## src/reset_filter_map.vh

```
// Summary of operation
// - Five-bit width field sets the filter count to field plus one, 1 to 32.
// - Unused bits of every register read zero and ignore writes.
// - Force-ROM field is initialised only by power-on reset, kept otherwise.
// - Either force-ROM bit set makes every later system reset boot from ROM.
// - Force value 00 has no effect; each set bit sets its boot-source bit.
// - Mode register captures the boot mode inputs at the last chip reset.
// - Boot-source 00 flash, 01 config pin, 10 option bit 7, 11 both.
// - Boot-source bits hold until system reset; writing one clears a bit.
// - Any boot-source bit set disables NMI and moves vectors to ROM base.
// - Sticky flags gather reset causes since power-on, LOW_VOLTAGE_DETECT or wakeup reset.
// - Writing one to a sticky flag clears it; writing zero leaves it.
// - Power-on sets sticky bit 7 and the low-voltage flag together.
// - Sticky bit 6 is set by a low level reset on the external pin.
// - Bus clock filter width applies only when run/wait select holds 01.
// - Bus clock filter state clears when filter is disabled or in stop.
// - Low-voltage flag also set by power-on and by enabled voltage trips.
`ifndef RESET_FILTER_MAP_VH
`define RESET_FILTER_MAP_VH

// ==========================================================================
// Register indices; the byte address is four times the index.
`define IDX_RUN_WAIT_SEL   4'h4
`define IDX_PIN_WIDTH      4'h5
`define IDX_FORCE_BOOT     4'h6
`define IDX_BOOT_MODE      4'h7
`define IDX_STICKY_LOW     4'h8
`define IDX_IRQ_STATUS     4'hA
`define IDX_IRQ_MASK       4'hB

// ==========================================================================
// Field positions and implemented bit masks.
`define FORCE_LSB          1
`define MODE_LSB           1
`define STICKY_POR_BIT     7
`define STICKY_PIN_BIT     6
`define STICKY_LV_BIT      1
`define STICKY_IMPL        8'hC2
`define IRQ_PIN_BIT        0
`define IRQ_LV_BIT         1

// ==========================================================================
// Reset values and encodings.
`define PIN_WIDTH_RST      5'h00
`define FORCE_BOOT_RST     2'h0
`define RUN_WAIT_SEL_RST   2'h0
`define RUN_WAIT_SEL_BUS   2'h1
`define STICKY_RST         8'h82
`define IRQ_RST            2'h0
`define ROM_VECTOR_BASE    32'h1C000000
`define FLASH_VECTOR_BASE  32'h00000000

`endif

```

## src/pin_filter.v

```verilog
`timescale 1ns/1ps
`include "reset_filter_map.vh"

module pin_filter #(
  parameter CNT_W = 5
) (
  input  wire             clk,
  input  wire             rst_b,
  input  wire             pin_in,
  input  wire             enable,
  input  wire [CNT_W-1:0] count_sel,
  output wire             level
);

  reg [CNT_W-1:0] cnt_ff;
  reg             level_ff;
  reg [CNT_W-1:0] nxt_cnt;
  reg             nxt_level;

  assign level = level_ff;

  // ========================================================================
  // Counting filter
  always @* begin
    nxt_cnt   = cnt_ff;
    nxt_level = level_ff;
    if (!enable) begin
      // Held transparent and empty so a later enable starts clean.
      nxt_cnt   = {CNT_W{1'b0}};
      nxt_level = pin_in;
    end else if (pin_in == level_ff) begin
      nxt_cnt = {CNT_W{1'b0}};
    end else if (cnt_ff == count_sel) begin
      nxt_level = pin_in;
      nxt_cnt   = {CNT_W{1'b0}};
    end else begin
      nxt_cnt = cnt_ff + {{(CNT_W-1){1'b0}}, 1'b1};
    end
  end

  always @(posedge clk or negedge rst_b) begin
    if (!rst_b) begin
      cnt_ff   <= {CNT_W{1'b0}};
      level_ff <= 1'b1;
    end else begin
      cnt_ff   <= nxt_cnt;
      level_ff <= nxt_level;
    end
  end

endmodule

```

## src/reset_filter_boot_status.v

```verilog
// Design decision made here: the APB register port.
`timescale 1ns/1ps
`include "reset_filter_map.vh"

module reset_filter_boot_status #(
  parameter ADDR_W = 6
) (
  input  wire              clk,
  input  wire              rst_b,
  input  wire              psel,
  input  wire              penable,
  input  wire              pwrite,
  input  wire [ADDR_W-1:0] paddr,
  input  wire [31:0]       pwdata,
  output wire [31:0]       prdata,
  output wire              pready,
  output wire              pslverr,
  input  wire              reset_pin_b,
  input  wire              stop_mode,
  input  wire              sys_reset,
  input  wire              boot_config_pin,
  input  wire [7:0]        flash_option_byte,
  input  wire              lv_reset_event,
  input  wire              wakeup_reset_event,
  output wire              pin_reset_req,
  output wire              boot_from_rom,
  output wire              nmi_disable,
  output wire [31:0]       vector_table_base,
  output wire              irq
);

  // ========================================================================
  // Storage
  reg [31:0] prdata_ff;
  reg        pready_ff;
  reg        pslverr_ff;
  reg [1:0]  run_wait_sel_ff;
  reg [4:0]  pin_width_ff;
  reg [1:0]  force_boot_ff;
  reg [1:0]  boot_mode_ff;
  reg [7:0]  sticky_ff;
  reg [1:0]  irq_status_ff;
  reg [1:0]  irq_mask_ff;
  reg        irq_ff;
  reg        por_capture_ff;
  reg        pin_reset_req_ff;
  reg        boot_from_rom_ff;
  reg        nmi_disable_ff;
  reg [31:0] vector_base_ff;

  reg [31:0] nxt_prdata;
  reg        nxt_pready;
  reg        nxt_pslverr;
  reg [1:0]  nxt_boot_mode;
  reg [7:0]  nxt_sticky;
  reg [1:0]  nxt_irq_status;
  reg        nxt_pin_reset_req;
  reg        nxt_boot_from_rom;
  reg [31:0] rd_mux;
  reg        hit;

  wire [3:0] idx;
  wire       aligned;
  wire       setup;
  wire       wr_en;
  wire       filter_on;
  wire       filtered_level;
  wire       pin_event;
  wire       capture;
  wire [1:0] boot_capture;

  assign prdata            = prdata_ff;
  assign pready            = pready_ff;
  assign pslverr           = pslverr_ff;
  assign irq               = irq_ff;
  assign pin_reset_req     = pin_reset_req_ff;
  assign boot_from_rom     = boot_from_rom_ff;
  assign nmi_disable       = nmi_disable_ff;
  assign vector_table_base = vector_base_ff;

  // ========================================================================
  // Bus decode
  // One word per register; low address bits must be zero and the index
  // must name a register, otherwise the access is unmapped.
  assign idx     = paddr[5:2];
  assign aligned = (paddr[1:0] == 2'h0);
  assign setup   = psel & ~penable;
  assign wr_en   = psel & penable & pwrite & pready_ff;

  always @* begin
    hit    = 1'b1;
    rd_mux = 32'h00000000;
    case (idx)
      `IDX_RUN_WAIT_SEL: begin
        rd_mux[1:0] = run_wait_sel_ff;
      end
      `IDX_PIN_WIDTH: begin
        rd_mux[4:0] = pin_width_ff;
      end
      `IDX_FORCE_BOOT: begin
        rd_mux[`FORCE_LSB+1:`FORCE_LSB] = force_boot_ff;
      end
      `IDX_BOOT_MODE: begin
        rd_mux[`MODE_LSB+1:`MODE_LSB] = boot_mode_ff;
      end
      `IDX_STICKY_LOW: begin
        rd_mux[7:0] = sticky_ff & `STICKY_IMPL;
      end
      `IDX_IRQ_STATUS: begin
        rd_mux[1:0] = irq_status_ff;
      end
      `IDX_IRQ_MASK: begin
        rd_mux[1:0] = irq_mask_ff;
      end
      default: begin
        hit = 1'b0;
      end
    endcase
    if (!aligned) begin
      hit    = 1'b0;
      rd_mux = 32'h00000000;
    end
  end

  // ========================================================================
  // Bus answer
  // The answer is prepared in the setup cycle, so every access completes
  // in its first access cycle with no wait state.
  always @* begin
    nxt_pready  = setup;
    nxt_pslverr = setup & ~hit;
    nxt_prdata  = prdata_ff;
    if (setup) begin
      nxt_prdata = pwrite ? 32'h00000000 : rd_mux;
    end
  end

  always @(posedge clk or negedge rst_b) begin
    if (!rst_b) begin
      pready_ff  <= 1'b0;
      pslverr_ff <= 1'b0;
      prdata_ff  <= 32'h00000000;
    end else begin
      pready_ff  <= nxt_pready;
      pslverr_ff <= nxt_pslverr;
      prdata_ff  <= nxt_prdata;
    end
  end

  // ========================================================================
  // Control registers
  // These are reset only by rst_b, which is the chip power-on reset; a
  // system reset on sys_reset leaves them untouched.
  always @(posedge clk or negedge rst_b) begin
    if (!rst_b) begin
      run_wait_sel_ff <= `RUN_WAIT_SEL_RST;
      pin_width_ff    <= `PIN_WIDTH_RST;
      force_boot_ff   <= `FORCE_BOOT_RST;
      irq_mask_ff     <= `IRQ_RST;
    end else if (wr_en && aligned) begin
      case (idx)
        `IDX_RUN_WAIT_SEL: begin
          run_wait_sel_ff <= pwdata[1:0];
        end
        `IDX_PIN_WIDTH: begin
          pin_width_ff <= pwdata[4:0];
        end
        `IDX_FORCE_BOOT: begin
          force_boot_ff <= pwdata[`FORCE_LSB+1:`FORCE_LSB];
        end
        `IDX_IRQ_MASK: begin
          irq_mask_ff <= pwdata[1:0];
        end
        default: begin
          irq_mask_ff <= irq_mask_ff;
        end
      endcase
    end
  end

  // ========================================================================
  // Reset pin filter
  // Select 01 enables the bus clock filter; in stop mode the bus clock
  // filter is cleared and the pin passes unfiltered, as no low-power
  // filter lives in this block.
  assign filter_on = (run_wait_sel_ff == `RUN_WAIT_SEL_BUS) &
                     ~stop_mode;

  pin_filter #(
    .CNT_W (5)
  ) u_pin_filter (
    .clk       (clk),
    .rst_b     (rst_b),
    .pin_in    (reset_pin_b),
    .enable    (filter_on),
    .count_sel (pin_width_ff),
    .level     (filtered_level)
  );

  always @* begin
    if (filter_on) begin
      nxt_pin_reset_req = ~filtered_level;
    end else begin
      nxt_pin_reset_req = ~reset_pin_b;
    end
  end

  assign pin_event = nxt_pin_reset_req & ~pin_reset_req_ff;

  always @(posedge clk or negedge rst_b) begin
    if (!rst_b) begin
      pin_reset_req_ff <= 1'b0;
    end else begin
      pin_reset_req_ff <= nxt_pin_reset_req;
    end
  end

  // ========================================================================
  // Boot mode capture
  // The mode inputs cannot be loaded under the asynchronous reset, so the
  // first clock edge after power-on release performs the capture.
  assign capture      = por_capture_ff | sys_reset;
  assign boot_capture = {flash_option_byte[7] | force_boot_ff[1],
                         boot_config_pin | force_boot_ff[0]};

  always @* begin
    nxt_boot_mode     = boot_mode_ff;
    nxt_boot_from_rom = boot_from_rom_ff;
    if (wr_en && aligned && idx == `IDX_BOOT_MODE) begin
      nxt_boot_mode = boot_mode_ff &
                      ~pwdata[`MODE_LSB+1:`MODE_LSB];
    end
    if (capture) begin
      // A capture wins over a clear written in the same cycle.
      nxt_boot_mode     = boot_capture;
      nxt_boot_from_rom = |boot_capture;
    end
  end

  always @(posedge clk or negedge rst_b) begin
    if (!rst_b) begin
      por_capture_ff   <= 1'b1;
      boot_mode_ff     <= 2'h0;
      boot_from_rom_ff <= 1'b0;
      nmi_disable_ff   <= 1'b0;
      vector_base_ff   <= `FLASH_VECTOR_BASE;
    end else begin
      por_capture_ff   <= 1'b0;
      boot_mode_ff     <= nxt_boot_mode;
      boot_from_rom_ff <= nxt_boot_from_rom;
      nmi_disable_ff   <= |nxt_boot_mode;
      if (|nxt_boot_mode) begin
        vector_base_ff <= `ROM_VECTOR_BASE;
      end else begin
        vector_base_ff <= `FLASH_VECTOR_BASE;
      end
    end
  end

  // ========================================================================
  // Sticky reset sources
  // Power-on leaves both the power-on and low-voltage flags set through the
  // reset value. Clears by software come first, then hardware sets, so an
  // event in the clearing cycle is kept.
  always @* begin
    nxt_sticky = sticky_ff;
    if (wr_en && aligned && idx == `IDX_STICKY_LOW) begin
      nxt_sticky = sticky_ff & ~pwdata[7:0];
    end
    if (wakeup_reset_event || lv_reset_event) begin
      nxt_sticky = 8'h00;
    end
    if (lv_reset_event) begin
      nxt_sticky[`STICKY_LV_BIT] = 1'b1;
    end
    if (pin_event) begin
      nxt_sticky[`STICKY_PIN_BIT] = 1'b1;
    end
    nxt_sticky = nxt_sticky & `STICKY_IMPL;
  end

  always @(posedge clk or negedge rst_b) begin
    if (!rst_b) begin
      sticky_ff <= `STICKY_RST;
    end else begin
      sticky_ff <= nxt_sticky;
    end
  end

  // ========================================================================
  // Interrupt
  always @* begin
    nxt_irq_status = irq_status_ff;
    if (wr_en && aligned && idx == `IDX_IRQ_STATUS) begin
      nxt_irq_status = irq_status_ff & ~pwdata[1:0];
    end
    if (pin_event) begin
      nxt_irq_status[`IRQ_PIN_BIT] = 1'b1;
    end
    if (lv_reset_event) begin
      nxt_irq_status[`IRQ_LV_BIT] = 1'b1;
    end
  end

  always @(posedge clk or negedge rst_b) begin
    if (!rst_b) begin
      irq_status_ff <= `IRQ_RST;
      irq_ff        <= 1'b0;
    end else begin
      irq_status_ff <= nxt_irq_status;
      irq_ff        <= |(nxt_irq_status & irq_mask_ff);
    end
  end

endmodule

```

## config.mk

```make
export PLATFORM = sky130hd
export DESIGN_NAME = reset_filter_boot_status
export DESIGN_NICKNAME = d
export VERILOG_FILES = /design/src/pin_filter.v /design/src/reset_filter_boot_status.v
export VERILOG_INCLUDE_DIRS = /design/src /design/src/src
export SDC_FILE = /design/constraint.sdc
export NUM_CORES = 1
export LEC_CHECK = 0
export ABC_AREA = 1
export BUFFER_PORTS_ARGS = -buffer_cell sky130_fd_sc_hd__buf_2
export CAP_MARGIN = 20
export CORE_UTILIZATION = 48
export DETAILED_ROUTE_END_ITERATION = 10
export HOLD_SLACK_MARGIN = 0.03
export PLACE_DENSITY = 0.86
export SYNTH_ARGS = -nofsm -noshare
export SYNTH_HDL_FRONTEND = slang
export SYNTH_SLANG_ARGS = --single-unit
```

## constraint.sdc

```tcl
create_clock -name clk -period 2.89 [get_ports clk]
set_input_delay 0.578 -clock clk [delete_from_list [all_inputs] [get_ports clk]]
set_output_delay 0.578 -clock clk [all_outputs]
set_load 0.03 [all_outputs]
```

==> results.yml, run 1 <==
outcome:
  status: "complete, but fails checks"
  violations: "DRC"
job:
  drv_cap: 0
setup_path:
  critical-path-max-stage-delay_ns: 0.39
  crit_path_top_delay_cell: "dfrtp_1"
  cp_data_required_time_ns: 2.31
  path_cells: "buf_2"
  cp-end-kind: "primary output"
  critical_path_class: "reg -> out"
  crit_fanout: 4
  crit_arrival_ns: 0.87
  cp_num_buf_inv: 1
  crit_family: "flip-flops"
  cp-start-kind: "flip-flop"
cts:
  cts-buffers-inserted: 5
  clk_transition_reported_paths_ns: 0.07
  clkLatencyLatePin_ns: 0.29
  cts_tree: "built"
  htreeDepth: 2
  postCtsHoldBufs: 0
  cts_resized: 0
  clk_path_buf_depth: 2
  clkSinkCount: 38
  root_buffer: "clkbuf_8"
  post-cts-setup-buffers: 0
die:
  fp.dieW_um: 71.22
  die_h_um: 71.22
  die_area_um2: 5072
  io_pins: 127
  start_util_pct: 51.40
  core_region_area_um2: 4474
  num_rows: 24
synthesis:
  synth_cells: 296
  syn_area_per_cell_um2: 7.769
  yosys_warnings: 0
  netlist_area_um2: 2300
  ys_seq_area_share_pct: 41.57
  post_synth_num_cell_types: 25
  yosys_register_bits: 38
timing:
  maxSlewHeadroom_pct: 45.29
  grt_setup_unrepaired: "no"
  tns_ns: 0
  min_period_ns: 1.448
  hold_viol_final: 0
  finalWorstSetupSlack_ns: 1.442
  slew_violations: 0
  finalCritPeriodShare_pct: 50.09
  tightestPinTransition_ns: 0.8206
  setup_viol: 0
  fmax_mhz: 690.8
  fin_worst_skew_ns: 0.004492
pwr:
  p_per_area_nw_per_um2: 459.3
  max-vdd-ir-drop_mv: 0.3317
  p_leak_nw: 1.376
drt:
  wire_per_inst_um: 10.69
  drt_iter0_markers: 81
  via_per_inst: 4.595
  via_count: 1806
  wl_um: 4202
  firstDrtPassIters: 8
  drc: 9
  antenna_left: 0
global_routing:
  grt_first_pass_wirelength_um: 6727
  track_usage_pct: 17.47
  grt_max_degree: 39
  grt_pass1_vias: 1573
  gr-total-overflow: 0
  grt_antenna_before_repair: 0
finish:
  drive_above_1_share_pct: 17.30
  layout_common_cells: "78 x nand2_1, 55 x conb_1, 40 x buf_2"
  final_area_um2: 2431
  seqCellArea_um2: 955.9
  multiInputGateArea_um2: 983.4
  nFillCells: 414
  antennaDiodeCount: 0
  synthToLayoutAreaGrowth_pct: 5.713
  layout_commonest_cell: "nand2_1"
  fin_nets: 398
placed_design:
  place_area_um2: 2340
  dp_hpwl_um: 3283
  place_congestion: 0.8898
  port_buffers: 40
  dp_slack_ns: 1.199
hold_path:
  min_path_type: "in -> async"
[synth_stat cells (all sizes together)]
| cell | n | share of area (%) |
|---|---|---|
| nor3 | 5 | 2.0 |
| and2 | 1 | 0.27 |
| dfstp | 4 | 4.6 |
| dfrtp | 34 | 37 |
| nand2 | 80 | 13 |
| nand3b | 2 | 0.65 |
| a21boi | 1 | 0.33 |
| a21oi | 1 | 0.22 |
| nor2 | 27 | 5.0 |
| ha | 1 | 0.54 |
| o21ai | 20 | 4.4 |
| inv | 36 | 5.9 |
| nand3 | 16 | 3.5 |
| buf | 57 | 19 |
| conb | 1 | 0.16 |
| xnor2 | 2 | 0.76 |
| xor2 | 5 | 1.9 |
| nand4 | 3 | 0.82 |
[routing by layer]
metal  share of wire (%)  track usage, %
met1                  41           20.72
met2                  50           29.52
met3                 7.1           4.641
met4                 1.9           8.444
met5                   0               0
[area by class of cell]
class                      instances  share of cell area [%]
multi-input combinational        219                   40.45
sequential                        38                   39.32
timing repair buffer              40                   8.235
inverter                          36                   5.558
clock buffer                       7                   3.551
tap                               52                   2.676
clock inverter                     1                  0.2059
[logic make-up (layout without fill, tap and decap cells)]
group | after synthesis | after routing | share of synthesized area [%]
and+or+nand+nor | 134 | 134 | 25.68
DFF | 38 | 38 | 41.57
adders and majority gates | 1 | 1 | 0.5440
xor gates and xnor gates | 7 | 7 | 2.666
buffers and inverters | 93 | 84 | 24.48
other | 1 | 55 | 0.1631
AOI/OAI and AO/OA | 22 | 22 | 4.897
[where the power goes]
group	switching (mW)	leakage [nW]	total (mW)	internal [mW]
Combinational	0.160	0.901	0.191	0.0310
Clock	0.179	0.0482	0.371	0.192
Sequential	0.00779	0.427	0.554	0.546
[registers in the layout (all words and copies together) (netlist names)]
name and flops:
pin_width_ff 5, irq 1, irq_mask_ff 2, pin_reset_req 1, pslverr 1, u_pin_filter.cnt_ff 5, u_pin_filter.level 1, boot_from_rom 1
vector_table_base 1, por_capture_ff 1, irq_status_ff 2, run_wait_sel_ff 2, sticky_ff 3, prdata 7, force_boot_ff 2, boot_mode_ff 2
pready 1
[path summary, 6_finish.rpt]
kind,start,to,slack (ns),cells past startpoint
worst max-delay path,vector_table_base[27],vector_table_base[27],1.44,1
worst min-delay path,rst_b,boot_mode_ff[0],0.38,1
worst max register to register,pready,vector_table_base[27],1.60,7
worst min register to register,sticky_ff[7],sticky_ff[7],0.48,2
max in group asynchronous,rst_b,pin_reset_req,2.00,1
min in group clk,sticky_ff[7],sticky_ff[7],0.48,2
[through the flow]
step / std cells / hold slack [ns] / power, mW / utilization [%]
4_1_cts: 393 / 0.4012 / 1.123 / 54.33
6_report: 393 / 0.3842 / 1.117 / 54.33
2_1_floorplan: 350 / 0.2824 / 0.7627 / -
3_5_place_dp: 385 / 0.4672 / 0.7532 / 52.29
3_3_place_gp: 385 / 0.4555 / 0.7496 / 52.29
5_1_grt: 393 / 0.4517 / 1.161 / 54.33
Note: power is estimated with default switching activity, not from simulation.
==> run 2: changes to the inputs <==
--- a/config.mk
+++ b/config.mk
@@ -9,10 +9,10 @@
 export ABC_AREA = 1
 export BUFFER_PORTS_ARGS = -buffer_cell sky130_fd_sc_hd__buf_2
 export CAP_MARGIN = 20
-export CORE_UTILIZATION = 48
+export CORE_UTILIZATION = 40
 export DETAILED_ROUTE_END_ITERATION = 10
 export HOLD_SLACK_MARGIN = 0.03
-export PLACE_DENSITY = 0.86
+export PLACE_DENSITY = 0.76
 export SYNTH_ARGS = -nofsm -noshare
 export SYNTH_HDL_FRONTEND = slang
 export SYNTH_SLANG_ARGS = --single-unit
==> constraint.sdc (replaced) <==
create_clock -name clk -period 1.2 [get_ports clk]
set_input_delay 0.24 -clock clk [delete_from_list [all_inputs] [get_ports clk]]
set_output_delay 0.24 -clock clk [all_outputs]
set_load 0.03 [all_outputs]
==> run 2 against run 1 <==
The flow now finishes without violations. Sequential cell count did not move. Worst hold slack got worse by 0.24 ns. First-iteration DRC count is 42% lower. Combinational power grew to 2.6 times the previous value. Utilization down 6.1 points. Critical path type is now reg -> reg. Die area up 19%. Count of clock-buffer cells in the layout unchanged. Total power up 150%. Sequential power rose by 140%.
==> results.yml, run 2 (synthesis gave the netlist of run 1 again) <==
cts:
  clkLatencyLatePin_ns: 0.30
  cts_tree: "built"
  clkSinkCount: 38
  cts-buffers-inserted: 5
  clk_path_buf_depth: 2
  htreeDepth: 2
  clk_transition_reported_paths_ns: 0.08
  root_buffer: "clkbuf_8"
die:
  fp.dieW_um: 77.83
  start_util_pct: 41.51
  num_rows: 27
  die_h_um: 77.83
  die_area_um2: 6057
  core_region_area_um2: 5540
  io_pins: 127
pwr:
  p_leak_nw: 1.473
  p_per_area_nw_per_um2: 1031
  power_mw: 2.757
  max-vdd-ir-drop_mv: 0.3880
finish:
  largest_reg_flops: 7
  antennaDiodeCount: 0
  layout_common_cells: "72 x nand2_1, 55 x conb_1, 40 x buf_2"
  layout_commonest_cell: "nand2_1"
  fin_util_pct: 48.28
  seqCellArea_um2: 958.4
  fin_nets: 416
  synthToLayoutAreaGrowth_pct: 16.32
  nFillCells: 557
  drive_above_1_share_pct: 25.63
  multiInputGateArea_um2: 1042
setup_path:
  cp-end-kind: "flip-flop"
  path_cells: "nand2_2 > nor2_4 > nand2_4 > nor3_4 > buf_6 > nand2_1 > o21ai_1"
  cp_num_buf_inv: 1
  r2r_end: "pin_width_ff[4]"
  crit_arrival_ns: 1.39
  crit_fanout: 6
  critical-path-max-stage-delay_ns: 0.36
  r2r_slack_ns: 0.04
  crit_path_top_delay_cell: "dfrtp_2"
  r2r_start: "pready"
  crit_family: "simple AND/OR/NAND/NOR gates"
  critical_path_class: "reg -> reg"
  cp_data_required_time_ns: 1.43
  reg2reg_depth: 7
  cp-start-kind: "flip-flop"
global_routing:
  track_usage_pct: 15.49
  grt_antenna_before_repair: 0
  grt_first_pass_wirelength_um: 7182
  grt_max_degree: 39
  gr-total-overflow: 0
  grt_pass1_vias: 1640
drt:
  drt_iter0_markers: 47
  firstDrtPassIters: 4
  antenna_left: 0
  via_per_inst: 4.209
  wire_per_inst_um: 9.930
  drc: 0
  wl_um: 4280
  via_count: 1814
hold_path:
  whs_path_depth: 4
  min_to: "sticky_ff[7]"
  min_path_type: "in -> reg"
  hold_start: "pwdata[7]"
timing:
  grt_setup_unrepaired: "yes"
  finalCritPeriodShare_pct: 96.63
  fin_worst_skew_ns: 0.008794
  finalWorstSetupSlack_ns: 0.04042
  min_period_ns: 1.160
  slew_violations: 0
  setup_viol: 0
  hold_viol_final: 0
  fmax_mhz: 862.4
  timing.hold.ws_ns: 0.1460
placed_design:
  place_congestion: 0.8196
  dp_slack_ns: -0.02555
  dp_hpwl_um: 3350
  port_buffers: 40
outcome:
  status: "completed"
job:
  drv_cap: 0
-- run 2: tightest hold or removal path, cell delays in order --
cell	delay, ns
buf_2	0.07
nand2_1	0.04
nand3_1	0.06
inv_1	0.04
-- run 2: where the power goes --
group          total (mW)  internal [mW]  switching (mW)
logic               0.505          0.110           0.395
registers            1.33           1.32          0.0193
clock network       0.917          0.463           0.454
total                2.76           1.89           0.868
-- run 2: area by class of cell --
class | count | share of cell area [%]
Timing Repair Buffer | 58 | 13.38
Multi-Input combinational cell | 219 | 38.96
Tap cell | 72 | 3.368
Sequential cell | 38 | 35.83
Clock buffer | 7 | 3.227
Clock inverter | 1 | 0.1871
Inverter | 36 | 5.051
-- run 2: worst max path at each step --
stage / cells after the start / from / endpoint / slack, ns
CTS: 9 / pready / vector_table_base[27] / 0.007
global route: 9 / pready / vector_table_base[27] / -0.08
floorplan: 5 / pready / pin_width_ff[0] / -0.05
detailed placement: 9 / paddr[4] / irq / -0.03
global placement: 10 / paddr[5] / prdata[1] / 0.006
finish: 7 / pready / pin_width_ff[4] / 0.04
-- run 2: routing by layer --
metal | vias up | share of wire (%) | track usage (%)
met1 | 823 | 44 | 19.04
met3 | 8 | 6.8 | 5.176
met4 | 0 | 2.1 | 7.358
met2 | 62 | 48 | 24.34
li1 | 921 | - | -
met5 | - | 0 | 0
-- run 2: stage by stage --
step	std cells	setup TNS (ns)	instance area, um2
2_1_floorplan	350	-0.2939	2509
3_3_place_gp	421	0	2504
3_5_place_dp	421	-0.04330	2504
4_1_cts	430	0	2611
5_1_grt	431	-0.7039	2675
6_report	431	0	2675
-- run 2: repair_timing --
item / 4_1_cts / 5_1_grt
hold buffers: 1 / 0
buffers inserted: 0 / 1
pin swaps: 0 / 2
resized for setup: 2 / 19
endpoints found under the hold margin: 34 / 0
endpoints found under the setup margin: 2 / 21
==> run 3: changes to the inputs <==
==> constraint.sdc (replaced) <==
create_clock -name clk -period 1.2 [get_ports clk]
set_input_delay 0.24 -clock clk [delete_from_list [all_inputs] [get_ports clk]]
set_output_delay 0.24 -clock clk [all_outputs]
set_load 0.02 [all_outputs]
==> run 3 against run 2 <==
Sequential power about the same. First-iteration DRC count is 23% higher. Routed wire length decreased by 0.61%. Clock skew about the same. Highest routed layer unchanged. The run now ends with setup timing left. Cell count shrank 0.46%. Design area down 0.61%. Global-route usage decreased by 0.076 points. Maximum frequency shrank 3.8%. Worst setup slack worse by 0.046 ns.
==> results.yml, run 3 (synthesis gave the netlist of run 1 again) <==
global_routing:
  grt_first_pass_wirelength_um: 7141
  grt_pass1_vias: 1666
  gr-total-overflow: 0
  track_usage_pct: 15.42
  grt_antenna_before_repair: 0
  grt_max_degree: 39
pwr:
  netSwitchingPower_uw: 783.7
  p_per_area_nw_per_um2: 1004
  clock_power_share_pct: 34.3
  combPwrFrac_pct: 15.7
  p_leak_nw: 1.462
  switching_share_pct: 29.36
  max-vdd-ir-drop_mv: 0.5320
  p_int_mw: 1.886
  pwr-share-seq_pct: 50.0
setup_path:
  crit_path_top_delay_cell: "dfrtp_2"
  crit_arrival_ns: 1.39
  cp_data_required_time_ns: 1.39
  cp-start-kind: "flip-flop"
  path_common_cell: "nand2_2"
  critical-path-max-stage-delay_ns: 0.36
  critical_path_class: "reg -> reg"
  cp-end-kind: "flip-flop"
  crit_family: "simple AND/OR/NAND/NOR gates"
  path_cells: "nand2_2 > nor2_4 > nand2_4 > nor2_4 > nand2_2 > nand2_2 > nand2_2 > inv_2 > nand2_2"
  cp_num_buf_inv: 1
  crit_fanout: 6
cts:
  post-cts-setup-buffers: 0
  clkSinkCount: 38
  cts-buffers-inserted: 5
  cts_tree: "built"
  clk_path_buf_depth: 2
  clk_transition_reported_paths_ns: 0.07
  root_buffer: "clkbuf_8"
  htreeDepth: 2
  clkLatencyLatePin_ns: 0.30
drt:
  drc: 0
  wire_per_inst_um: 9.916
  firstDrtPassIters: 4
  via_count: 1785
  via_per_inst: 4.161
  antenna_left: 0
  drt_iter0_markers: 58
  wl_um: 4254
placed_design:
  dp_hpwl_um: 3313
  port_buffers: 40
  dp_slack_ns: -0.07925
  place_congestion: 0.8296
  place_area_um2: 2494
finish:
  synthToLayoutAreaGrowth_pct: 15.61
  layout_commonest_cell: "nand2_1"
  seqCellArea_um2: 958.4
  multiInputGateArea_um2: 1045
  layout_common_cells: "69 x nand2_1, 55 x conb_1, 40 x buf_2"
  drive_above_1_share_pct: 26.05
  final_area_um2: 2659
  nFillCells: 562
  largest_reg_flops: 7
  fin_nets: 414
  antennaDiodeCount: 0
timing:
  hold_viol_final: 0
  grt_setup_unrepaired: "yes"
  finalCritPeriodShare_pct: 100.5
  setup_viol: 1
  fin_worst_skew_ns: 0.008393
  slew_violations: 0
  finalWorstSetupSlack_ns: -0.005868
  fmax_mhz: 829.3
  min_period_ns: 1.206
die:
  core_region_area_um2: 5540
  die_h_um: 77.83
  die_area_um2: 6057
  fp.dieW_um: 77.83
  start_util_pct: 41.51
  num_rows: 27
  io_pins: 127
outcome:
  status: "complete, but fails checks"
  violations: "setup timing"
hold_path:
  min_path_type: "in -> reg"
job:
  drv_cap: 0
## run 3: what timing repair did
item / 4_1_cts / 5_1_grt
hold buffers: 1 / 0
endpoints found under the setup margin: 0 / 17
resized for setup: 0 / 23
hold endpoints to repair: 34 / 0
## run 3: routing by layer
layer,wire length [um],up-vias,track usage [%]
met5,0,-,0
met4,76,0,6.226
met3,260,6,5.294
met2,2084,54,25.40
met1,1832,806,18.30
li1,-,919,-
## run 3: stage by stage
stage | total power [mW] | hold WS, ns | util, % | instances | setup TNS [ns]
after floorplan | 1.754 | -0.05559 | - | 350 | -0.01002
after global placement | 1.758 | 0.2202 | 45.01 | 420 | 0
after detailed placement | 1.764 | 0.2218 | 45.01 | 420 | -0.1751
after CTS | 2.685 | 0.1423 | 46.84 | 429 | 0
after global routing | 2.804 | 0.1545 | 47.99 | 429 | -0.6602
final | 2.669 | 0.1476 | 47.99 | 429 | -0.005868
## run 3: cell type report
cell class	instances	share of cell area (%)
clock buffer	7	3.247
clock inverter	1	0.1882
inverter	36	5.082
multi-input combinational	219	39.29
sequential	38	36.05
tap	72	3.388
timing repair buffer	56	12.75
## run 3: power by group through the flow
stage	Combinational [mW]	Clock (mW)	Sequential (mW)
final	0.420	0.914	1.33
after global routing	0.466	1.00	1.34
after CTS	0.410	0.942	1.33
after detailed placement	0.407	0	1.36
after global placement	0.401	0	1.36
after floorplan	0.389	0	1.37
## run 3: final timing paths
path	from	to	slack (ns)	depth (start not counted)
min reg2reg	sticky_ff[7]	sticky_ff[7]	0.48	2
max in group asynchronous	rst_b	u_pin_filter.level	0.52	3
max reg2reg	pready	vector_table_base[27]	-0.006	9
min in group asynchronous	rst_b	prdata[6]	0.43	3
min	pwdata[7]	sticky_ff[7]	0.15	4
max	pready	vector_table_base[27]	-0.006	9
## run 3: worst reg2reg max path, stage by stage, from the launching register on
cell and delay, ns:
dfrtp_2 0.36, nand2_2 0.06, nor2_4 0.13, nand2_4 0.11, nor2_4 0.14, nand2_2 0.06
nand2_2 0.06, nand2_2 0.06, inv_2 0.07, nand2_2 0.04
